## src/verilog/sci_pkg.sv

```systemverilog
// constants for the scan chain identification and boundary cells
package sci_pkg;
	localparam int unsigned IDW         = 32;
	localparam int unsigned BSW         = 196;
	localparam int unsigned IRW         = 3;
	localparam int unsigned SYNC_STAGES = 3;
	// instruction codes
	localparam logic [2:0] INS_EXTEST   = 3'h0;
	localparam logic [2:0] INS_IDCODE   = 3'h1;
	localparam logic [2:0] INS_SAMPLE   = 3'h2;
	localparam logic [2:0] INS_CLAMP    = 3'h3;
	localparam logic [2:0] INS_HIGHZ    = 3'h4;
	localparam logic [2:0] INS_BYPASS   = 3'h7;
	// identification fields, values arbitrary
	localparam logic [3:0]  ID_VERSION  = 4'h1;
	localparam logic [15:0] ID_PART     = 16'h5A5A;
	localparam logic [10:0] ID_MAKER    = 11'h0AA;
	localparam logic        ID_LSB      = 1'b1;
	// cell positions in the boundary chain
	localparam int unsigned CELL_GLOBAL_OUTPUT_DISABLE = 0;
	localparam int unsigned CELL_IRQ_PIN_DRIVE         = 2;
	localparam int unsigned CELL_IRQ_PIN_OUTPUT        = 3;
	localparam int unsigned CELL_IRQ_PIN_CAPTURE       = 4;
	localparam int unsigned CELL_TX_FRAME_SYNC_DIR     = 24;
	localparam int unsigned CELL_TX_FRAME_SYNC_OUTPUT  = 25;
	localparam int unsigned CELL_TX_FRAME_SYNC_CAPTURE = 26;
	// reset values of the latched stages
	localparam logic [BSW-1:0] BS_RESET = {BSW{1'b0}};
	localparam logic [IDW-1:0] ID_RESET = {IDW{1'b0}};
	// serial path selection
	typedef enum logic [1:0] {SCI_SEL_BYPASS, SCI_SEL_ID, SCI_SEL_BS}
		sci_sel_t;
endpackage

```

## src/verilog/sci_scan_regs.sv

```systemverilog
// identification, bypass and boundary test data registers
// How it works
// - the identification register is a 32-bit shift stage plus a 32-bit latch.
// - the id register is in the path under its instruction or in reset state.
// - the boundary chain has 196 cells, each a shift stage and a latch.
// - cell 0 latched at 1 floats every output, at 0 lets outputs drive.
// - cells 2 and 3 both at 0 pull the interrupt pin low, 4 captures.
// - cell 24 at 1 makes frame sync an input, cell 25 drives, 26 captures.
// - the id value has lsb one, 11 maker bits, 16 part bits, 4 version bits.
// - the id value loads on the test clock rise after entering capture.
// - on the test clock fall in update the shift stage goes to the latch.
// - the bypass register is one shift bit for bypass, clamp and high-z.
module sci_scan_regs
	import sci_pkg::*;
(
	input  wire logic                 clk,
	input  wire logic                 rst_n,
	input  wire logic                 ce,
	input  wire logic                 tck,
	input  wire logic                 tdi,
	input  wire logic                 tap_reset,
	input  wire logic                 tap_capture_dr,
	input  wire logic                 tap_shift_dr,
	input  wire logic                 tap_update_dr,
	input  wire logic [sci_pkg::IRW-1:0] instr,
	input  wire logic [sci_pkg::BSW-1:0] pin_sense,
	output logic                      tdo,
	output logic [sci_pkg::BSW-1:0]   bs_latch,
	output logic [sci_pkg::IDW-1:0]   id_latch,
	output logic                      bs_drive_pins,
	output logic                      outputs_hiz,
	output logic                      host_interrupt_pin_oe,
	output logic                      host_interrupt_pin_out,
	output logic                      tx_frame_sync_pin_oe,
	output logic                      tx_frame_sync_pin_out
);
	localparam int unsigned NSYNC = 6 + IRW + BSW;
	localparam logic [IDW-1:0] ID_VALUE = {ID_VERSION, ID_PART, ID_MAKER,
		ID_LSB};

	// reset release through two flops
	logic [1:0] rst_sync_q;
	logic       rst_ok;
	always_ff @(posedge clk or negedge rst_n) begin
		if (!rst_n) begin
			rst_sync_q <= 2'h0;
		end else begin
			rst_sync_q <= {rst_sync_q[0], 1'b1};
		end
	end
	assign rst_ok = rst_sync_q[1];

	// three stage sampling of all link inputs
	logic [NSYNC-1:0] raw;
	logic [NSYNC-1:0] s1_q, s2_q, s3_q, lvl_q, lvl_d;
	assign raw = {tck, tdi, tap_reset, tap_capture_dr, tap_shift_dr,
		tap_update_dr, instr, pin_sense};
	// level filter, a change counts once stages two and three agree
	always_comb begin
		lvl_d = lvl_q;
		for (int i = 0; i < NSYNC; i++) begin
			if (s2_q[i] == s3_q[i]) begin
				lvl_d[i] = s3_q[i];
			end
		end
	end
	// sampling flops and filtered level
	always_ff @(posedge clk or negedge rst_ok) begin
		if (!rst_ok) begin
			s1_q  <= '0;
			s2_q  <= '0;
			s3_q  <= '0;
			lvl_q <= '0;
		end else if (ce) begin
			s1_q  <= raw;
			s2_q  <= s1_q;
			s3_q  <= s2_q;
			lvl_q <= lvl_d;
		end
	end

	// decoded, filtered link view
	logic           tck_l, tdi_l, reset_l, cap_l, shf_l, upd_l;
	logic [IRW-1:0] ins_l;
	logic [BSW-1:0] pins_l;
	logic           tck_prev_q, tck_rise, tck_fall;
	assign tck_l  = lvl_q[NSYNC-1];
	assign tdi_l  = lvl_q[NSYNC-2];
	assign reset_l = lvl_q[NSYNC-3];
	assign cap_l  = lvl_q[NSYNC-4];
	assign shf_l  = lvl_q[NSYNC-5];
	assign upd_l  = lvl_q[NSYNC-6];
	assign ins_l  = lvl_q[BSW +: IRW];
	assign pins_l = lvl_q[BSW-1:0];

	// edges of the filtered test clock
	assign tck_rise = tck_l & ~tck_prev_q;
	assign tck_fall = ~tck_l & tck_prev_q;

	// which register sits in the serial path
	function automatic sci_sel_t path_of(input logic [IRW-1:0] ins,
		input logic rst_state);
		if (rst_state || ins == INS_IDCODE) begin
			return SCI_SEL_ID;
		end
		case (ins)
			INS_EXTEST, INS_SAMPLE: return SCI_SEL_BS;
			default:                return SCI_SEL_BYPASS;
		endcase
	endfunction

	sci_sel_t       sel;
	logic [IDW-1:0] id_sh_q, id_sh_d, id_lt_q, id_lt_d;
	logic [BSW-1:0] bs_sh_q, bs_sh_d, bs_lt_q, bs_lt_d;
	logic           byp_q, byp_d, tdo_q, tdo_d;
	assign sel = path_of(ins_l, reset_l);

	// capture, shift and update of the test data registers
	always_comb begin
		id_sh_d = id_sh_q;
		bs_sh_d = bs_sh_q;
		byp_d   = byp_q;
		id_lt_d = id_lt_q;
		bs_lt_d = bs_lt_q;
		tdo_d   = tdo_q;
		if (tck_rise && cap_l) begin
			case (sel)
				SCI_SEL_ID: id_sh_d = ID_VALUE;
				SCI_SEL_BS: bs_sh_d = pins_l;
				SCI_SEL_BYPASS: byp_d = 1'b0;
				default: byp_d = 1'b0;
			endcase
		end else if (tck_rise && shf_l) begin
			case (sel)
				SCI_SEL_ID: id_sh_d = {tdi_l, id_sh_q[IDW-1:1]};
				SCI_SEL_BS: bs_sh_d = {tdi_l, bs_sh_q[BSW-1:1]};
				SCI_SEL_BYPASS: byp_d = tdi_l;
				default: byp_d = tdi_l;
			endcase
		end
		if (tck_fall && upd_l) begin
			case (sel)
				SCI_SEL_ID: id_lt_d = id_sh_q;
				SCI_SEL_BS: bs_lt_d = bs_sh_q;
				default: id_lt_d = id_lt_q;
			endcase
		end
		// serial output changes on the falling test clock
		if (tck_fall) begin
			case (sel)
				SCI_SEL_ID: tdo_d = id_sh_q[0];
				SCI_SEL_BS: tdo_d = bs_sh_q[0];
				default:    tdo_d = byp_q;
			endcase
		end
	end

	// test data register flops
	always_ff @(posedge clk or negedge rst_ok) begin
		if (!rst_ok) begin
			tck_prev_q <= 1'b0;
			id_sh_q    <= ID_RESET;
			id_lt_q    <= ID_RESET;
			bs_sh_q    <= BS_RESET;
			bs_lt_q    <= BS_RESET;
			byp_q      <= 1'b0;
			tdo_q      <= 1'b0;
		end else if (ce) begin
			tck_prev_q <= tck_l;
			id_sh_q    <= id_sh_d;
			id_lt_q    <= id_lt_d;
			bs_sh_q    <= bs_sh_d;
			bs_lt_q    <= bs_lt_d;
			byp_q      <= byp_d;
			tdo_q      <= tdo_d;
		end
	end

	// pin control from the latched boundary cells
	logic drv_d, hiz_d, irq_oe_d, fs_oe_d, fs_out_d, irq_out_d;
	logic drv_q, hiz_q, irq_oe_q, fs_oe_q, fs_out_q, irq_out_q;
	always_comb begin
		drv_d = (ins_l == INS_EXTEST || ins_l == INS_CLAMP) && !reset_l;
		hiz_d = (ins_l == INS_HIGHZ && !reset_l)
			|| (drv_d && bs_lt_q[CELL_GLOBAL_OUTPUT_DISABLE]);
		irq_oe_d = drv_d && !hiz_d && !bs_lt_q[CELL_IRQ_PIN_DRIVE]
			&& !bs_lt_q[CELL_IRQ_PIN_OUTPUT];
		fs_oe_d  = drv_d && !hiz_d && !bs_lt_q[CELL_TX_FRAME_SYNC_DIR];
		fs_out_d = bs_lt_q[CELL_TX_FRAME_SYNC_OUTPUT];
		irq_out_d = 1'b0; // open drain, only pulls low
	end
	// pin control flops, outputs leave straight from these
	always_ff @(posedge clk or negedge rst_ok) begin
		if (!rst_ok) begin
			drv_q    <= 1'b0;
			irq_out_q <= 1'b0;
			hiz_q    <= 1'b0;
			irq_oe_q <= 1'b0;
			fs_oe_q  <= 1'b0;
			fs_out_q <= 1'b0;
		end else if (ce) begin
			drv_q    <= drv_d;
			hiz_q    <= hiz_d;
			irq_oe_q <= irq_oe_d;
			fs_oe_q  <= fs_oe_d;
			fs_out_q <= fs_out_d;
			irq_out_q <= irq_out_d;
		end
	end

	// serial output and latched register views
	assign tdo                    = tdo_q;
	assign bs_latch               = bs_lt_q;
	assign id_latch               = id_lt_q;

	// pin controls
	assign bs_drive_pins          = drv_q;
	assign outputs_hiz            = hiz_q;
	assign host_interrupt_pin_oe  = irq_oe_q;
	assign host_interrupt_pin_out = irq_out_q;
	assign tx_frame_sync_pin_oe   = fs_oe_q;
	assign tx_frame_sync_pin_out  = fs_out_q;
endmodule

```

## config.mk

```make
export PLATFORM = sky130hd
export DESIGN_NAME = sci_scan_regs
export DESIGN_NICKNAME = d
export VERILOG_FILES = /design/src/verilog/sci_pkg.sv /design/src/verilog/sci_scan_regs.sv
export SDC_FILE = /design/constraint.sdc
export NUM_CORES = 2
export LEC_CHECK = 0
export BUFFER_PORTS_ARGS = -buffer_cell sky130_fd_sc_hd__buf_4
export CAP_MARGIN = 20
export CELL_PAD_IN_SITES_DETAIL_PLACEMENT = 0
export CELL_PAD_IN_SITES_GLOBAL_PLACEMENT = 1
export CORE_AREA = 2 2 318 320
export CTS_CLUSTER_DIAMETER = 200
export DETAILED_ROUTE_END_ITERATION = 6
export DIE_AREA = 0 0 320 322
export MAX_ROUTING_LAYER = met4
export PLACE_DENSITY = 0.91
export SYNTH_ARGS = -nofsm -noshare
export SYNTH_HDL_FRONTEND = slang
export SYNTH_SLANG_ARGS = --single-unit
```

## constraint.sdc

```tcl
create_clock -name clk -period 119 [get_ports clk]
set_input_delay 17.85 -clock clk [delete_from_list [all_inputs] [get_ports clk]]
set_output_delay 17.85 -clock clk [all_outputs]
set_load 0.01 [all_outputs]
```

==> metrics.csv <==
metric,value,unit
outcome,finished clean,
unrepaired setup endpoints after global routing,false,
first element of the critical path,ce,
pin count of the biggest net entering global routing,239,
most used cell along the critical path,buf_4,
wire length per cell after detailed routing,18.1,um
Die Y,322,um
clock-pin slew of the registers on the worst-case setup and hold paths,60,ps
syn_nets,4317,
count of maximum capacitance violations,0,
nets@finish,4694,
number of flip-flops and latches in the synthesized netlist,1286,
fin. max-slew vios,0,
Clock Skew,21.9,ps
cells on worst reg2reg path,4,
Worst Tran Pin Value,1230,ps
ports placed on the boundary,443,
first drt pass iteration count,6,
Die X-Extent,320,um
minimum clock period after layout,21190,ps
Leakage,0.0275,uW
CP Launch Type,input port,
CP Class,in2reg,
destination of the worst register-to-register timing path,s3_q[121]$_DFFE_PN0P_,
number of resized instances in the post-cts repair step,0,
Post-Route Utilization,0.601,
global placement routability congestion,0.794,
global-route wire length before repair,172000,um
worst relative slew slack,0.180,
CTS tree,built,
Worst EP arrival,21800,ps
areal power density over the cells,22.4,nW/um2
Peak VDD IR,0.0137,mV
clk buf depth,3,
Post-Synthesis Cells,4109,
# placed instances,5644,
register-to-register setup slack,114790,ps
Synth-to-Final Area Change,16.6,%
final global-route overflow total,0,
clock buffers created by TritonCTS,135,
sequence of cells on the critical path,buf_8 > buf_4 > buf_4 > buf_4 > mux2_2,
register area,32200,um2
number of different library cells in the post-synthesis netlist,37,
number of hold-repair buffers added at the cts stage,0,
number of non-filler instances in the completed layout,5897,
buffers inserted by post-CTS timing repair,0,
via count normalized by instance count,5.42,
remaining antenna violation count,0,
via count,31900,
number of warnings printed during yosys synthesis,0,
overall global routing resource usage,0.215,
total of buffers placed on input and output ports,441,
endpoints failing hold,0,
achievable frequency,47.2,MHz
depth of the CTS H-tree,4,
top fanout value on the critical path,133,
clock root buffer master,clkbuf_16,
largest stage delay on the critical path,950,ps
TritonCTS sink count,1286,
count of standard-cell rows,116,
number of fill cells,7774,
initial antenna violation count,5,
final setup vio count,0,
number of global-route vias before repair,31500,
launch point of the worst reg-to-reg path,rst_sync_q[1]$_DFF_PN0_,
crit path to,s3_q[54]$_DFFE_PN0P_,
core area,99600,um2
1st-iter DRT viols,2307,
HPWL Detailed,67600,um
DRC violations left,0,
synthesized area per cell,12.5,um2
total negative slack for setup checks,0,ps
class of the worst hold path,reg2reg,
critical path capture point type,register,
starting utilization of the core area,0.516,
sequential share of the synthesized area,0.627,
insertion delay of the later-clocked pin in the worst-skew pair,730,ps
fin crit share,0.178,
required time at the endpoint of the critical path,119610,ps
DIE AREA,103000,um2
cell area after synthesis,51300,um2
fraction of layout cells with a size suffix above 1,0.308,
"slowest stage cell, crit path",buf_4,
total length of routed wires,107000,um
multi-input logic area,17700,um2
per-layer routing:
layer | vias to the layer above | wire length [um] | global-route usage
met5 | - | 0 | -
met4 | 0 | 3090 | 0.0764
met3 | 180 | 5010 | 0.0412
met2 | 611 | 50700 | 0.331
met1 | 16200 | 47900 | 0.286
li1 | 14900 | - | -
registers in the layout, indices dropped and copies added (netlist names), 2 cells and up:
register,cells
id_latch,32
lvl_q,205
id_sh_q,32
s1_q,205
bs_latch,196
rst_sync_q,2
bs_sh_q,196
s2_q,205
s3_q,205
cells in the mapped netlist (all sizes together):
cell type / count / area share
dfrtp: 1286 / 0.63
mux2: 847 / 0.19
nand2: 444 / 0.032
nor2: 419 / 0.031
a21oi: 412 / 0.040
nand2b: 205 / 0.025
a31oi: 197 / 0.024
buf: 186 / 0.024
clkbuf: 54 / 0.0039
o21ai: 33 / 0.0032
inv: 3 / 0.00022
nand3: 3 / 0.00063
nor3: 3 / 0.00051
or2: 3 / 0.00037
conb: 2 / 0.00015
a2bb2oi: 1 / 0.00017
and2: 1 / 0.00012
and2b: 1 / 0.00019
and4: 1 / 0.00017
mux2i: 1 / 0.00019
nand3b: 1 / 0.00015
nand4b: 1 / 0.00017
nor3b: 1 / 0.00024
o2111ai: 1 / 0.00029
o22ai: 1 / 0.00012
o32ai: 1 / 0.00017
xor2: 1 / 0.00017
cells in the final DEF, fill, tap and decap left out, types with 22 or more instances in the layout:
cell	n
dfrtp_1	1285
mux2_2	706
buf_4	471
nand2_1	443
nor2_1	418
a21oi_1	412
nand2b_1	205
a31oi_1	197
mux2_1	141
clkbuf_16	137
o21ai_0	33
clkbuf_8	32
clkbuf_1	29
clkinv_2	22
power by group:
part | leakage, uW | switching [uW] | internal, uW
clock network | 0.00224 | 175 | 249
registers | 0.0159 | 94.6 | 557
logic | 0.00929 | 125 | 140
stage by stage:
step / total power, uW / area, um2 / hold slack, ps / setup slack [ps]
detailed placement: 924 / 55200 / 340 / 97130
finish: 1340 / 59900 / 343 / 97810
global route: 1420 / 59900 / 355 / 97550
global placement: 908 / 55200 / 336 / 97210
floorplan: 802 / 51300 / 331 / 80500
CTS: 1360 / 59800 / 347 / 97910
cells by family (layout without fill, tap and decap cells):
logic type | count (synthesis) | in the layout | share of synthesized area
flops | 1286 | 1286 | 0.627
mux | 848 | 848 | 0.186
buf+inv | 243 | 728 | 0.0279
simple gates | 1083 | 1083 | 0.0908
compound gates | 646 | 646 | 0.0681
xor+xnor | 1 | 1 | 0.000171
other cells | 2 | 7 | 0.000146
area by class of cell:
type                       count  area share
tap                         1298      0.0271
multi-input combinational   2580       0.296
clock inverter                47     0.00945
timing repair buffer         480      0.0625
clock buffer                 198      0.0664
sequential                  1286       0.538
antenna                        5    0.000209
inverter                       3    0.000188
critical path: cells and delay by family:
family	cells	cell delay, ps
muxes	1	430
buffers and inverters	4	3230
how the worst min path moves through the flow:
stage | start | endpoint | slack [ps] | cells after the start
3_5_place_dp | rst_sync_q[0]$_DFF_PN0_ | rst_sync_q[1]$_DFF_PN0_ | 340 | 0
3_3_place_gp | rst_sync_q[0]$_DFF_PN0_ | rst_sync_q[1]$_DFF_PN0_ | 340 | 0
5_1_grt | rst_sync_q[0]$_DFF_PN0_ | rst_sync_q[1]$_DFF_PN0_ | 350 | 0
2_1_floorplan | rst_sync_q[0]$_DFF_PN0_ | rst_sync_q[1]$_DFF_PN0_ | 330 | 0
4_1_cts | rst_sync_q[0]$_DFF_PN0_ | rst_sync_q[1]$_DFF_PN0_ | 350 | 0
6_report | rst_sync_q[0]$_DFF_PN0_ | rst_sync_q[1]$_DFF_PN0_ | 340 | 0
Note: power is estimated with default switching activity, not from simulation.
